<file path="src/include/port_pin_override_params.svh">
`ifndef PORT_PIN_OVERRIDE_PARAMS_SVH
`define PORT_PIN_OVERRIDE_PARAMS_SVH

// register byte offsets on the wishbone port
`define OFS_PIN_SAMPLE  8'h00
`define OFS_DIRECTION   8'h04
`define OFS_LATCH       8'h08
`define OFS_CONTROL     8'h0c
`define OFS_PC_MASK     8'h10
`define OFS_ANALOG_DIS  8'h14
`define OFS_OVR_STATUS  8'h18

// bus widths
`define WB_ADR_W        8
`define WB_DAT_W        32
`define WB_SEL_W        4

// control register field positions
`define CTRL_PUD_BIT    0
`define CTRL_PCIE_BIT   1

// per-bit reset values
`define RST_DIRECTION   1'b0
`define RST_LATCH       1'b0
`define RST_PUD         1'b0
`define RST_PCIE        1'b0
`define RST_PC_MASK     1'b0
`define RST_ANALOG_DIS  1'b0

// port width and pad synchroniser depth
`define PORT_WIDTH      8
`define SYNC_STAGES     3

`endif

</file>
<file path="src/include/port_pin_override_pkg.sv">
package port_pin_override_pkg;

   // register selected by a bus address
   typedef enum logic [2:0] {
      sel_pin    = 3'b000,
      sel_dir    = 3'b001,
      sel_latch  = 3'b010,
      sel_ctrl   = 3'b011,
      sel_pcmask = 3'b100,
      sel_adis   = 3'b101,
      sel_status = 3'b110,
      sel_none   = 3'b111
   } reg_sel_e;

endpackage

</file>
<file path="src/verilog/pin_override_cell.sv">
`timescale 1ns/10ps
`default_nettype none
`include "port_pin_override_params.svh"

module pin_override_cell (
   input  wire logic clk_i,        // port clock
   input  wire logic rst_i,        // sync reset, active high
   input  wire logic ce_i,         // clock enable
   input  wire logic pad_in_i,     // raw pad level, asynchronous
   input  wire logic dir_bit_i,    // direction bit
   input  wire logic latch_bit_i,  // output latch bit
   input  wire logic pud_i,        // global pull-up disable
   input  wire logic sleep_i,      // deep sleep clamp request
   input  wire logic pu_en_i,      // pull-up override enable
   input  wire logic pu_val_i,     // pull-up override value
   input  wire logic dd_en_i,      // direction override enable
   input  wire logic dd_val_i,     // direction override value
   input  wire logic pv_en_i,      // value override enable
   input  wire logic pv_val_i,     // value override value
   input  wire logic ie_en_i,      // input-enable override enable
   input  wire logic ie_val_i,     // input-enable override value
   output logic      oe_o,         // resolved driver enable
   output logic      out_o,        // resolved driven value
   output logic      pu_o,         // resolved pull-up enable
   output logic      din_o,        // clamped digital input
   output logic      sample_o      // synchronised pin sample
);

   logic [`SYNC_STAGES-1:0] sync_reg;
   logic                    sample_reg;
   logic                    ie;

   // override resolution, pure gating on the pin
   always_comb begin
      oe_o  = dd_en_i ? dd_val_i : dir_bit_i;
      out_o = oe_o & (pv_en_i ? pv_val_i : latch_bit_i);
      pu_o  = pu_en_i ? pu_val_i
                      : (~dir_bit_i & latch_bit_i & ~pud_i);
      ie    = ie_en_i ? ie_val_i : ~sleep_i;
      din_o = pad_in_i & ie;
   end

   // three-stage pad synchroniser
   always_ff @(posedge clk_i) begin
      if (rst_i) begin
         sync_reg <= '0;
      end else if (ce_i) begin
         sync_reg <= {sync_reg[`SYNC_STAGES-2:0], din_o};
      end
   end

   // sample only moves once the last two stages agree
   always_ff @(posedge clk_i) begin
      if (rst_i) begin
         sample_reg <= 1'b0;
      end else if (ce_i && (sync_reg[`SYNC_STAGES-2] == sync_reg[`SYNC_STAGES-1])) begin
         sample_reg <= sync_reg[`SYNC_STAGES-1];
      end
   end

   assign sample_o = sample_reg;

endmodule
`default_nettype wire

</file>
<file path="src/verilog/port_pin_override_mux.sv">
// Functional notes
// pull-up override enable set: pull-up follows override value only
// otherwise pull-up on only when direction, latch, disable are 0,1,0
// direction override enable selects override value, else direction bit
// under direction override, driver on for value one, off for zero
// driven value from value override when enabled, else latch bit
// value override enable set: port value equals override value
// toggle override enable inverts that pin's output latch bit
// input-enable override selects override value, else sleep state decides
// under input-enable override, input on for one, off for zero
// modules get unsynchronised input after the clamp, and sync it themselves
// analog path goes straight from the pad, both ways; here analog_channel_in_o is a one-flop registered copy of pad_in_i, input only
// strobes shared per port, pull-up disable and sleep global, overrides per pin
// peripherals build their own override enables and values
// first port pin n is analog channel n and pin-change source n
// direction bit one makes an output, zero an input
// sleep clamps digital input unless an override keeps it enabled
// first port: pull-up, direction, value overrides off; input override from pin-change
// override enables held inactive during reset and until armed afterwards
//
// Decided for this implementation: the Wishbone interface to the registers and the placing of the registers.
`timescale 1ns/10ps
`default_nettype none
`include "port_pin_override_params.svh"

module port_pin_override_mux
   import port_pin_override_pkg::*;
#(
   parameter int  WIDTH      = `PORT_WIDTH,  // pins in this port
   parameter bit  FIRST_PORT = 1'b1          // first port mapping
) (
   input  wire logic                 clk_i,                   // port clock
   input  wire logic                 rst_i,                   // sync reset
   input  wire logic                 ce_i,                    // clock enable
   input  wire logic [`WB_ADR_W-1:0] adr_i,                   // wb address
   input  wire logic [`WB_DAT_W-1:0] dat_i,                   // wb write data
   output logic      [`WB_DAT_W-1:0] dat_o,                   // wb read data
   input  wire logic                 we_i,                    // wb write
   input  wire logic [`WB_SEL_W-1:0] sel_i,                   // wb byte lanes
   input  wire logic                 cyc_i,                   // wb cycle
   input  wire logic                 stb_i,                   // wb strobe
   output logic                      ack_o,                   // wb ack
   input  wire logic                 sleep_i,                 // deep sleep
   input  wire logic [WIDTH-1:0]     pad_in_i,                // pad levels
   output logic      [WIDTH-1:0]     pad_out_o,               // pad value
   output logic      [WIDTH-1:0]     pad_oe_o,                // pad drive
   output logic      [WIDTH-1:0]     pullup_en_o,             // pull-ups
   input  wire logic [WIDTH-1:0]     pullup_override_en_i,    // per pin
   input  wire logic [WIDTH-1:0]     pullup_override_val_i,   // per pin
   input  wire logic [WIDTH-1:0]     dir_override_en_i,       // per pin
   input  wire logic [WIDTH-1:0]     dir_override_val_i,      // per pin
   input  wire logic [WIDTH-1:0]     value_override_en_i,     // per pin
   input  wire logic [WIDTH-1:0]     value_override_val_i,    // per pin
   input  wire logic [WIDTH-1:0]     toggle_override_en_i,    // per pin
   input  wire logic [WIDTH-1:0]     input_en_override_en_i,  // per pin
   input  wire logic [WIDTH-1:0]     input_en_override_val_i, // per pin
   output logic      [WIDTH-1:0]     alt_digital_in_o,        // to modules
   output logic      [WIDTH-1:0]     analog_channel_in_o,     // pad copy
   output logic      [WIDTH-1:0]     pin_change_irq_src_o     // pc sources
);

   // software-visible state
   logic [WIDTH-1:0] direction_reg;
   logic [WIDTH-1:0] latch_reg;
   logic [WIDTH-1:0] latch_next;
   logic             global_pullup_disable_reg;
   logic             pin_change_group0_en_reg;
   logic [WIDTH-1:0] pc_mask_reg;
   logic [WIDTH-1:0] analog_input_disable_reg;
   logic             armed_reg;
   logic             ack_reg;
   logic [`WB_DAT_W-1:0] dat_reg;

   // per-pin resolved signals
   logic [WIDTH-1:0] pu_en_eff;
   logic [WIDTH-1:0] pu_val_eff;
   logic [WIDTH-1:0] dd_en_eff;
   logic [WIDTH-1:0] dd_val_eff;
   logic [WIDTH-1:0] pv_en_eff;
   logic [WIDTH-1:0] pv_val_eff;
   logic [WIDTH-1:0] ie_en_eff;
   logic [WIDTH-1:0] ie_val_eff;
   logic [WIDTH-1:0] tog_eff;
   logic [WIDTH-1:0] pc_armed;
   logic [WIDTH-1:0] oe_c;
   logic [WIDTH-1:0] out_c;
   logic [WIDTH-1:0] pu_c;
   logic [WIDTH-1:0] din_c;
   logic [WIDTH-1:0] pin_sample_bit;

   // shared port strobes
   logic             bus_req;
   logic             bus_wr;
   reg_sel_e         wr_sel;
   logic             port_latch_write_strobe;
   logic             pin_toggle_write_strobe;
   logic             direction_write_strobe;
   logic             control_write_strobe;
   logic             pc_mask_write_strobe;
   logic             analog_dis_write_strobe;
   logic [WIDTH-1:0] wdat;

   // address decode, shared by the write and read paths
   function automatic reg_sel_e decode_adr(input logic [`WB_ADR_W-1:0] a);
      reg_sel_e s;
      s = sel_none;
      unique case (a)
         `OFS_PIN_SAMPLE: s = sel_pin;
         `OFS_DIRECTION:  s = sel_dir;
         `OFS_LATCH:      s = sel_latch;
         `OFS_CONTROL:    s = sel_ctrl;
         `OFS_PC_MASK:    s = sel_pcmask;
         `OFS_ANALOG_DIS: s = sel_adis;
         `OFS_OVR_STATUS: s = sel_status;
         default:         s = sel_none;
      endcase
      return s;
   endfunction

   // widen a port-sized value onto the data bus
   function automatic logic [`WB_DAT_W-1:0] widen(input logic [WIDTH-1:0] v);
      logic [`WB_DAT_W-1:0] w;
      w = '0;
      w[WIDTH-1:0] = v;
      return w;
   endfunction

   // read multiplexer; unmapped offsets read as zero
   function automatic logic [`WB_DAT_W-1:0] read_value(input reg_sel_e s);
      logic [`WB_DAT_W-1:0] r;
      r = '0;
      unique case (s)
         sel_pin:    r = widen(pin_sample_bit);
         sel_dir:    r = widen(direction_reg);
         sel_latch:  r = widen(latch_reg);
         sel_ctrl: begin
            r[`CTRL_PUD_BIT]  = global_pullup_disable_reg;
            r[`CTRL_PCIE_BIT] = pin_change_group0_en_reg;
         end
         sel_pcmask: r = widen(pc_mask_reg);
         sel_adis:   r = widen(analog_input_disable_reg);
         sel_status: r = widen(pad_oe_o);
         sel_none:   r = '0;
      endcase
      return r;
   endfunction

   // writes land on the edge where the master sees ack
   assign bus_req = cyc_i & stb_i;
   assign bus_wr  = bus_req & we_i & ack_reg & sel_i[0];
   assign wr_sel  = decode_adr(adr_i);
   assign wdat    = dat_i[WIDTH-1:0];

   // one strobe per register, common to every pin of the port
   assign port_latch_write_strobe = bus_wr & (wr_sel == sel_latch);
   assign pin_toggle_write_strobe = bus_wr & (wr_sel == sel_pin);
   assign direction_write_strobe  = bus_wr & (wr_sel == sel_dir);
   assign control_write_strobe    = bus_wr & (wr_sel == sel_ctrl);
   assign pc_mask_write_strobe    = bus_wr & (wr_sel == sel_pcmask);
   assign analog_dis_write_strobe = bus_wr & (wr_sel == sel_adis);

   // single-cycle ack; dropping it each time ends back-to-back retriggers
   always_ff @(posedge clk_i) begin
      if (rst_i) begin
         ack_reg <= 1'b0;
      end else if (ce_i) begin
         ack_reg <= bus_req & ~ack_reg;
      end
   end

   // read data captured with the ack so it stands while ack is high
   always_ff @(posedge clk_i) begin
      if (rst_i) begin
         dat_reg <= '0;
      end else if (ce_i && bus_req && !ack_reg) begin
         dat_reg <= we_i ? '0 : read_value(wr_sel);
      end
   end

   assign ack_o = ack_reg;
   assign dat_o = dat_reg;

   // overrides stay dead through reset and one cycle beyond
   always_ff @(posedge clk_i) begin
      if (rst_i) begin
         armed_reg <= 1'b0;
      end else if (ce_i) begin
         armed_reg <= 1'b1;
      end
   end

   // direction register
   always_ff @(posedge clk_i) begin
      if (rst_i) begin
         direction_reg <= {WIDTH{`RST_DIRECTION}};
      end else if (ce_i && direction_write_strobe) begin
         direction_reg <= wdat;
      end
   end

   // latch: write first, then software toggle, then module toggle
   always_comb begin
      latch_next = latch_reg;
      if (port_latch_write_strobe) begin
         latch_next = wdat;
      end
      if (pin_toggle_write_strobe) begin
         latch_next = latch_next ^ wdat;
      end
      latch_next = latch_next ^ tog_eff;
   end

   always_ff @(posedge clk_i) begin
      if (rst_i) begin
         latch_reg <= {WIDTH{`RST_LATCH}};
      end else if (ce_i) begin
         latch_reg <= latch_next;
      end
   end

   // control bits shared by every pin of this port
   always_ff @(posedge clk_i) begin
      if (rst_i) begin
         global_pullup_disable_reg <= `RST_PUD;
         pin_change_group0_en_reg  <= `RST_PCIE;
      end else if (ce_i && control_write_strobe) begin
         global_pullup_disable_reg <= dat_i[`CTRL_PUD_BIT];
         pin_change_group0_en_reg  <= dat_i[`CTRL_PCIE_BIT];
      end
   end

   // pin-change mask and analog input disable
   always_ff @(posedge clk_i) begin
      if (rst_i) begin
         pc_mask_reg              <= {WIDTH{`RST_PC_MASK}};
         analog_input_disable_reg <= {WIDTH{`RST_ANALOG_DIS}};
      end else if (ce_i) begin
         if (pc_mask_write_strobe) begin
            pc_mask_reg <= wdat;
         end
         if (analog_dis_write_strobe) begin
            analog_input_disable_reg <= wdat;
         end
      end
   end

   // pin-change enabled per pin when both mask and group enable are set
   assign pc_armed = pc_mask_reg & {WIDTH{pin_change_group0_en_reg}};

   // override sources: fixed mapping on the first port except toggle, which comes from modules on every port; modules elsewhere
   always_comb begin
      tog_eff = toggle_override_en_i & {WIDTH{armed_reg}};
      if (FIRST_PORT) begin
         pu_en_eff  = '0;
         pu_val_eff = '0;
         dd_en_eff  = '0;
         dd_val_eff = '0;
         pv_en_eff  = '0;
         pv_val_eff = '0;
         ie_en_eff  = (pc_armed | analog_input_disable_reg)
                      & {WIDTH{armed_reg}};
         ie_val_eff = pc_armed;
      end else begin
         pu_en_eff  = pullup_override_en_i & {WIDTH{armed_reg}};
         pu_val_eff = pullup_override_val_i;
         dd_en_eff  = dir_override_en_i & {WIDTH{armed_reg}};
         dd_val_eff = dir_override_val_i;
         pv_en_eff  = value_override_en_i & {WIDTH{armed_reg}};
         pv_val_eff = value_override_val_i;
         ie_en_eff  = input_en_override_en_i & {WIDTH{armed_reg}};
         ie_val_eff = input_en_override_val_i;
      end
   end

   // one resolver per pin keeps every override separate
   for (genvar i = 0; i < WIDTH; i++) begin : g_pin
      pin_override_cell u_cell (
         .clk_i       (clk_i),
         .rst_i       (rst_i),
         .ce_i        (ce_i),
         .pad_in_i    (pad_in_i[i]),
         .dir_bit_i   (direction_reg[i]),
         .latch_bit_i (latch_reg[i]),
         .pud_i       (global_pullup_disable_reg),
         .sleep_i     (sleep_i),
         .pu_en_i     (pu_en_eff[i]),
         .pu_val_i    (pu_val_eff[i]),
         .dd_en_i     (dd_en_eff[i]),
         .dd_val_i    (dd_val_eff[i]),
         .pv_en_i     (pv_en_eff[i]),
         .pv_val_i    (pv_val_eff[i]),
         .ie_en_i     (ie_en_eff[i]),
         .ie_val_i    (ie_val_eff[i]),
         .oe_o        (oe_c[i]),
         .out_o       (out_c[i]),
         .pu_o        (pu_c[i]),
         .din_o       (din_c[i]),
         .sample_o    (pin_sample_bit[i])
      );
   end

   // pad controls registered; reset leaves every pin tri-stated
   always_ff @(posedge clk_i) begin
      if (rst_i) begin
         pad_oe_o    <= '0;
         pad_out_o   <= '0;
         pullup_en_o <= '0;
      end else if (ce_i) begin
         pad_oe_o    <= oe_c;
         pad_out_o   <= out_c;
         pullup_en_o <= pu_c;
      end
   end

   // module-side copies; one flop only, so consumers still sync
   always_ff @(posedge clk_i) begin
      if (rst_i) begin
         alt_digital_in_o     <= '0;
         analog_channel_in_o  <= '0;
         pin_change_irq_src_o <= '0;
      end else if (ce_i) begin
         alt_digital_in_o     <= din_c;
         analog_channel_in_o  <= pad_in_i;
         pin_change_irq_src_o <= din_c & pc_armed;
      end
   end

endmodule
`default_nettype wire

</file>
<file path="config.mk">
export PLATFORM = sky130hd
export DESIGN_NAME = port_pin_override_mux
export DESIGN_NICKNAME = d
export VERILOG_FILES = /design/src/include/port_pin_override_pkg.sv /design/src/verilog/pin_override_cell.sv /design/src/verilog/port_pin_override_mux.sv
export VERILOG_INCLUDE_DIRS = /design/src /design/src/include
export SDC_FILE = /design/constraint.sdc
export NUM_CORES = 1
export LEC_CHECK = 0
export BUFFER_PORTS_ARGS = -buffer_cell sky130_fd_sc_hd__buf_4
export CAP_MARGIN = 15
export CORE_MARGIN = 5
export CORE_UTILIZATION = 45
export CTS_BUF_LIST = sky130_fd_sc_hd__clkbuf_2
export CTS_CLUSTER_SIZE = 28
export DETAILED_ROUTE_END_ITERATION = 10
export PLACE_DENSITY = 0.74
export SYNTH_ARGS = -nofsm -noshare
export SYNTH_HDL_FRONTEND = slang
export SYNTH_SLANG_ARGS = --single-unit
</file>
<file path="constraint.sdc">
create_clock -name clk_i -period 4.9 [get_ports clk_i]
set_input_delay 0 -clock clk_i [delete_from_list [all_inputs] [get_ports clk_i]]
set_output_delay 0 -clock clk_i [all_outputs]
set_load 0.03 [all_outputs]
</file>
==> Yosys cells after proc, flatten, opt, wreduce, memory -nomap -nowiden <==
Index checks and enable logic that the tools add are counted.
{ "word_totals": {"in_bits": 131, "regBits": 148, "n_memories": 0, "output_inout_bits": 81, "latch_bits": 0, "rom_bits": 0, "ram_bits": 0} }
{ "op_classes": {"mux": 14, "reduce_logical": 17, "shift": 0, "div": 0, "add_sub_neg": 0, "magnitude_cmp": 0, "mul": 0, "eq_ne": 21, "n_bitwise": 61} }
{ "op_table": {"columns": ["cell", "count"], "rows": [
  ["bitwise AND 1 bit", 43],
  ["case mux 6 bit (6 select lines)", 1],
  ["bitwise AND 8 bit", 4],
  ["two-way mux 32 bit", 1],
  ["equality test 8 x 5 -> 1 bit (second input constant)", 3],
  ["case mux 3 bit (7 select lines)", 1],
  ["equality test 8 x 4 -> 1 bit (second input constant)", 2],
  ["two-way mux 8 bit", 2],
  ["case mux 2 bit (8 select lines)", 1],
  ["XOR 8 bit", 2],
  ["equality test 3 bit (second input constant)", 4],
  ["logical AND 1 bit", 12],
  ["NOT 1 bit", 11],
  ["equality test 1 bit", 8],
  ["equality test 8 x 3 -> 1 bit (second input constant)", 1],
  ["zero test 8 bit", 1],
  ["two-way mux 1 bit", 8],
  ["OR 8 bit", 1],
  ["equality test 3 x 2 -> 1 bit (second input constant)", 2],
  ["AND reduction 2 bit", 2],
  ["equality test 3 x 1 -> 1 bit (second input constant)", 1],
  ["zero test 3 bit", 1],
  ["zero test 1 bit", 1]
]} }

==> Logic depth before layout (Yosys ltp) <==
{ "depth": {"ltp_word": 9, "depth_mapped": 6, "ltp_nobuf": 4} }

==> Cells and area by module <==
Synthesis repeated with hierarchy kept, for this count alone.
{ "unflattened": {"cells_unflattened": 712, "area_unflattened_um2": 6459.9} }
{ "modules_own_cells": {"columns": ["module", "cells_each", "area_per_inst_um2", "seq_area_each_um2", "instances"], "rows": [
  ["port_pin_override_mux", 512, 4608.2, 1841.8, 1],
  ["pin_override_cell", 25, 231.5, 80.1, 8]
]} }

==> Worst setup path before layout <==
Ideal clock, no wire load.
{ "synth_timing": {"path_type": "reg-to-reg", "start": "reg ack_reg (netlist: ack_o)", "end": "reg latch_reg[7]", "setup_slack_ns": 2.854, "arrival_time_ns": 1.918, "synth_period_minus_slack_ns": 2.046, "setup_time_ns": 0.127, "stages_incl_launch_ff": 6, "required_time_ns": 4.773, "cell_sequence": "dfxtp_1 nand3_1 or4_1 clkbuf_1 o211ai_1 o211ai_1"} }
{ "synth_between": {"elab_chain_len": 7, "elab_cells_between_ends": 8, "classes_between": "2 x mux; 6 x bitwise"} }
{ "synth_rtl": {"columns": ["item", "line_no", "rtl"], "rows": [
  ["from (decl)", "port_pin_override_mux.sv:71", "logic ack_reg;"],
  ["from (signal assigned)", "port_pin_override_mux.sv:167", "ack_reg <= bus_req & ~ack_reg;"],
  ["bitwise AND 1 bit (*) (2 in a row)", "port_pin_override_mux.sv:150", "assign bus_wr = bus_req & we_i & ack_reg & sel_i[0];"],
  ["bitwise AND 1 bit", "port_pin_override_mux.sv:155", "assign port_latch_write_strobe = bus_wr & (wr_sel == sel_latch);"],
  ["two-way mux 8 bit", "port_pin_override_mux.sv:204", "if (port_latch_write_strobe) begin"],
  ["XOR 8 bit", "port_pin_override_mux.sv:208", "latch_next = latch_next ^ wdat;"],
  ["two-way mux 8 bit (*)", "port_pin_override_mux.sv:207", "if (pin_toggle_write_strobe) begin"],
  ["XOR 8 bit (*)", "port_pin_override_mux.sv:210", "latch_next = latch_next ^ tog_eff;"],
  ["to (signal assigned)", "port_pin_override_mux.sv:215", "latch_reg <= {WIDTH{`RST_LATCH}};"],
  ["to (signal assigned)", "port_pin_override_mux.sv:217", "latch_reg <= latch_next;"],
  ["to (decl)", "port_pin_override_mux.sv:64", "logic [WIDTH-1:0] latch_reg;"]
]} }
Every way passes the cells marked *; elsewhere a longest branch is shown, timed or not.
A chain may end at the register's enable or synchronous reset.

==> Worst setup path after layout <==
{ "layout_timing": {"start": "in adr_i[4]", "end": "reg analog_input_disable_reg[2]"} }
{ "layout_between": {"elab_chain_len": 5, "elab_cells_between_ends": 11, "classes_between": "7 x eq/ne; 1 x mux; 1 x bitwise; 2 x reduce/logical"} }
{ "layout_rtl": {"columns": ["item", "line_no", "rtl"], "rows": [
  ["from (decl)", "port_pin_override_mux.sv:35", "input wire logic [`WB_ADR_W-1:0] adr_i,"],
  ["equality test 8 x 5 -> 1 bit, or another cell as far along", "port_pin_override_mux.sv:107", "unique case (a)"],
  ["case mux 3 bit (7 select lines) (*)", "port_pin_override_mux.sv:107", null],
  ["equality test 3 bit (*)", "port_pin_override_mux.sv:160", "assign analog_dis_write_strobe = bus_wr & (wr_sel == sel_adis);"],
  ["bitwise AND 1 bit (*)", "port_pin_override_mux.sv:160", null],
  ["AND reduction 2 bit (no source line) (*)", null, null],
  ["to (signal assigned)", "port_pin_override_mux.sv:236", "analog_input_disable_reg <= {WIDTH{`RST_ANALOG_DIS}};"],
  ["to (signal assigned)", "port_pin_override_mux.sv:242", "analog_input_disable_reg <= wdat;"],
  ["to (decl)", "port_pin_override_mux.sv:69", "logic [WIDTH-1:0] analog_input_disable_reg;"]
]} }
Marks and branches as above.

==> out/qor.csv <==
metric,value,unit
status,"complete, no violations",
crit path max fanout,24,
"Reg clk slew, reported paths",160,ps
"most common cell after layout, fill and taps aside",dfxtp_1,
Synthesis Warnings,0,
post-synth top area cell,dfxtp_1,
Worst setup SP type,input port,
port bufs,96,
CTS tree,built,
Most used DFF post-synth,dfxtp_1,
Psw,0.4962,mW
CP Capture Type,flip-flop,
largest cells by area after synthesis,"dfxtp_1 41%, mux2i_1 13%, nor2_1 6.0%, buf_4 4.3%, a21oi_1 3.9%",
core area,12110,µm²
Final Hold Fails,0,
WL final,15950,µm
Pint,1.333,mW
final setup margin,1166,ps
worst-margin pin slew,1171,ps
Gate power share,13.4,%
nets@finish,882,
Post-Synth Simple-Gate Area,18.01,%
Die Width,121.7,µm
fillers,1075,
Post-DP HPWL,10650,µm
shortest period the worst path allows,3734,ps
1st-iter DRT viols,382,
Max H-tree Level,4,
# resized after CTS,0,
synthesized cell area,5614,µm²
gpl congestion,0.8430,
Area Growth Syn to Fin,25.92,%
Post-synth EDFFs,0,
Pwr Total,1.829,mW
pre-CTS setup slack,2243,ps
register area share after synthesis,41.36,%
area of the multi-input gates,2945,µm²
Die ar.,14810,µm²
clk_skew,25.17,ps
#FFs+latches synth,116,
Clock Sinks,116,
GRT overflow,0,
proportion of synthesized area in mux cells,15.60,%
total number of vias,5027,
number of max-cap violations,0,
Post-Synth XOR/XNOR Area,1.248,%
vias in the first global route,4977,
Rel. slew slack,21.37,%
Reg power frac,53.0,%
crit share post-route,76.21,%
Clk pwr share,33.6,%
f_max,0.2678,GHz
I/O pins,212,
layout cell share with drive strength beyond 1,17.87,%
Yosys top cell area share,41.36,%
Gate Count Post-Synth,623,
Routed Antenna Nets,0,
CTS buffer count,17,
Worst EP required,5470,ps
Die Ht,121.7,µm
FP Rows,40,
largest family of logic cells by synthesized area,simple AND/OR/NAND/NOR gates,
class of the most critical setup path,input port to flip-flop,
global-route wire length before repair,25230,µm
path category of the worst min-delay check,input port to flip-flop,
Initial Util,46.35,%
largest net degree at the start of global routing,115,
Peak VDD IR,131.7,µV
final setup vio count,0,
Clock Path Buffers,2,
leakage power,2.929,nW
GRT Resource Usage Total,21.66,%
initial antenna violation count,1,
Worst Path Arrival,4310,ps
Vias/cell,5.400,
Power Density,258.8,nW/µm²
DRC viols,0,
DR WL/cell,17.13,µm
setup TNS,0,ps
compound-gate portion of the synthesized area,16.00,%
Largest register FFs,17,
setup repair after global routing missed its margin,no,
CTS root buf,clkbuf_2,
max-slew violation count,0,
most frequent cells in the layout,"116 x dfxtp_1, 98 x buf_4, 90 x nor2_1, 74 x mux2i_1, 60 x dlygate4sd3_1",
DRT Pass-1 Iters,5,
Sw Share,27.13,%
Post-synth ARST share,0,%
"Avg Cell Area, Syn",9.011,µm²
clock latency on the worst-skew pair,660,ps
Register Area,2322,µm²
Netlist cell types,43,
Post-Synth Adder-Cell Area,0,%
Yosys cell counts, drive strengths merged, types with 2 or more instances:
cell and instances:
or4b 2, and3 16, clkbuf 27, buf 45, dfxtp 116, xnor2 8, a31oi 2, nor2b 2
nor2 90, o21ai 26, o21a 8, nand2 29, a21oi 44, nand3 14, nand4 2, a22oi 10
mux2i 74, a311oi 2, a2bb2oi 6, a221o 8, inv 9, nor4 8, nand2b 11, or3 3
and2 3, mux4 6, a21o 8, a211o 8, or4 10, nor3 4, o211ai 16, nand3b 2
worst max-delay path, cell delays in order:
cell and delay, ps:
dlygate4sd3_1 530, buf_4 280, or4b_2 630, dlygate4sd3_1 670
nor4_4 380, dlygate4sd3_1 920, mux2i_1 230, nor2_1 60
dlygate4sd3_1 600
kinds of logic (layout without fill, tap and decap cells):
logic type | count (synthesis) | in the layout
flip-flops | 116 | 116
AND/OR/NAND/NOR | 199 | 199
buffers and inverters | 81 | 196
multiplexers | 80 | 80
XOR/XNOR | 8 | 8
other | 1 | 26
AO/OA/AOI/OAI | 138 | 138
routing by layer:
layer / vias up / GRT usage (%) / wire length (µm)
li1: 2439 / - / -
met1: 2385 / 25.58 / 6676
met2: 177 / 37.55 / 8018
met3: 26 / 5.153 / 928
met4: 0 / 9.174 / 326
met5: - / 0 / 0
power groups by stage:
stage / combinational [mW] / sequential, mW / clock [mW]
after floorplan: 0.145 / 0.999 / 0
after global routing: 0.263 / 0.972 / 0.674
after CTS: 0.243 / 0.969 / 0.626
final: 0.245 / 0.969 / 0.615
after global placement: 0.209 / 0.989 / 0
after detailed placement: 0.213 / 0.989 / 0
through the flow:
step | instances | hold slack (ps) | instance area (µm²) | utilization (%)
6_report | 931 | 174.3 | 7069 | 58.37
5_1_grt | 930 | 114.3 | 7067 | 58.35
4_1_cts | 929 | 109.3 | 7064 | 58.33
3_5_place_dp | 840 | 267.7 | 6247 | 51.58
3_3_place_gp | 840 | 249.7 | 6247 | 51.58
2_1_floorplan | 646 | 147.2 | 5700 | -
final timing paths:
| check | from | endpoint | slack [ps] | cells past startpoint |
|---|---|---|---|---|
| min | pad_in_i[7] | analog_channel_in_o[7] | 170 | 4 |
| min reg2reg | pullup_en_o[5] | pullup_en_o[5] | 470 | 2 |
| max | adr_i[4] | analog_input_disable_reg[2] | 1170 | 9 |
| max reg2reg | ack_o | analog_input_disable_reg[2] | 1610 | 6 |
what timing repair did:
action,4_1_cts,5_1_grt
hold buffers,60,0
hold endpoints to repair,97,0
setup buffers,0,0
final cells by class:
type / instances / share of cell area (%)
Sequential cell: 116 / 32.85
Clock inverter: 8 / 1.575
Clock buffer: 21 / 1.487
Multi-Input combinational cell: 449 / 41.66
Inverter: 9 / 0.4779
Timing Repair Buffer: 158 / 18.90
Antenna cell: 2 / 0.07080
Tap cell: 168 / 2.973
No activity file was read; power rests on OpenSTA's default activity.
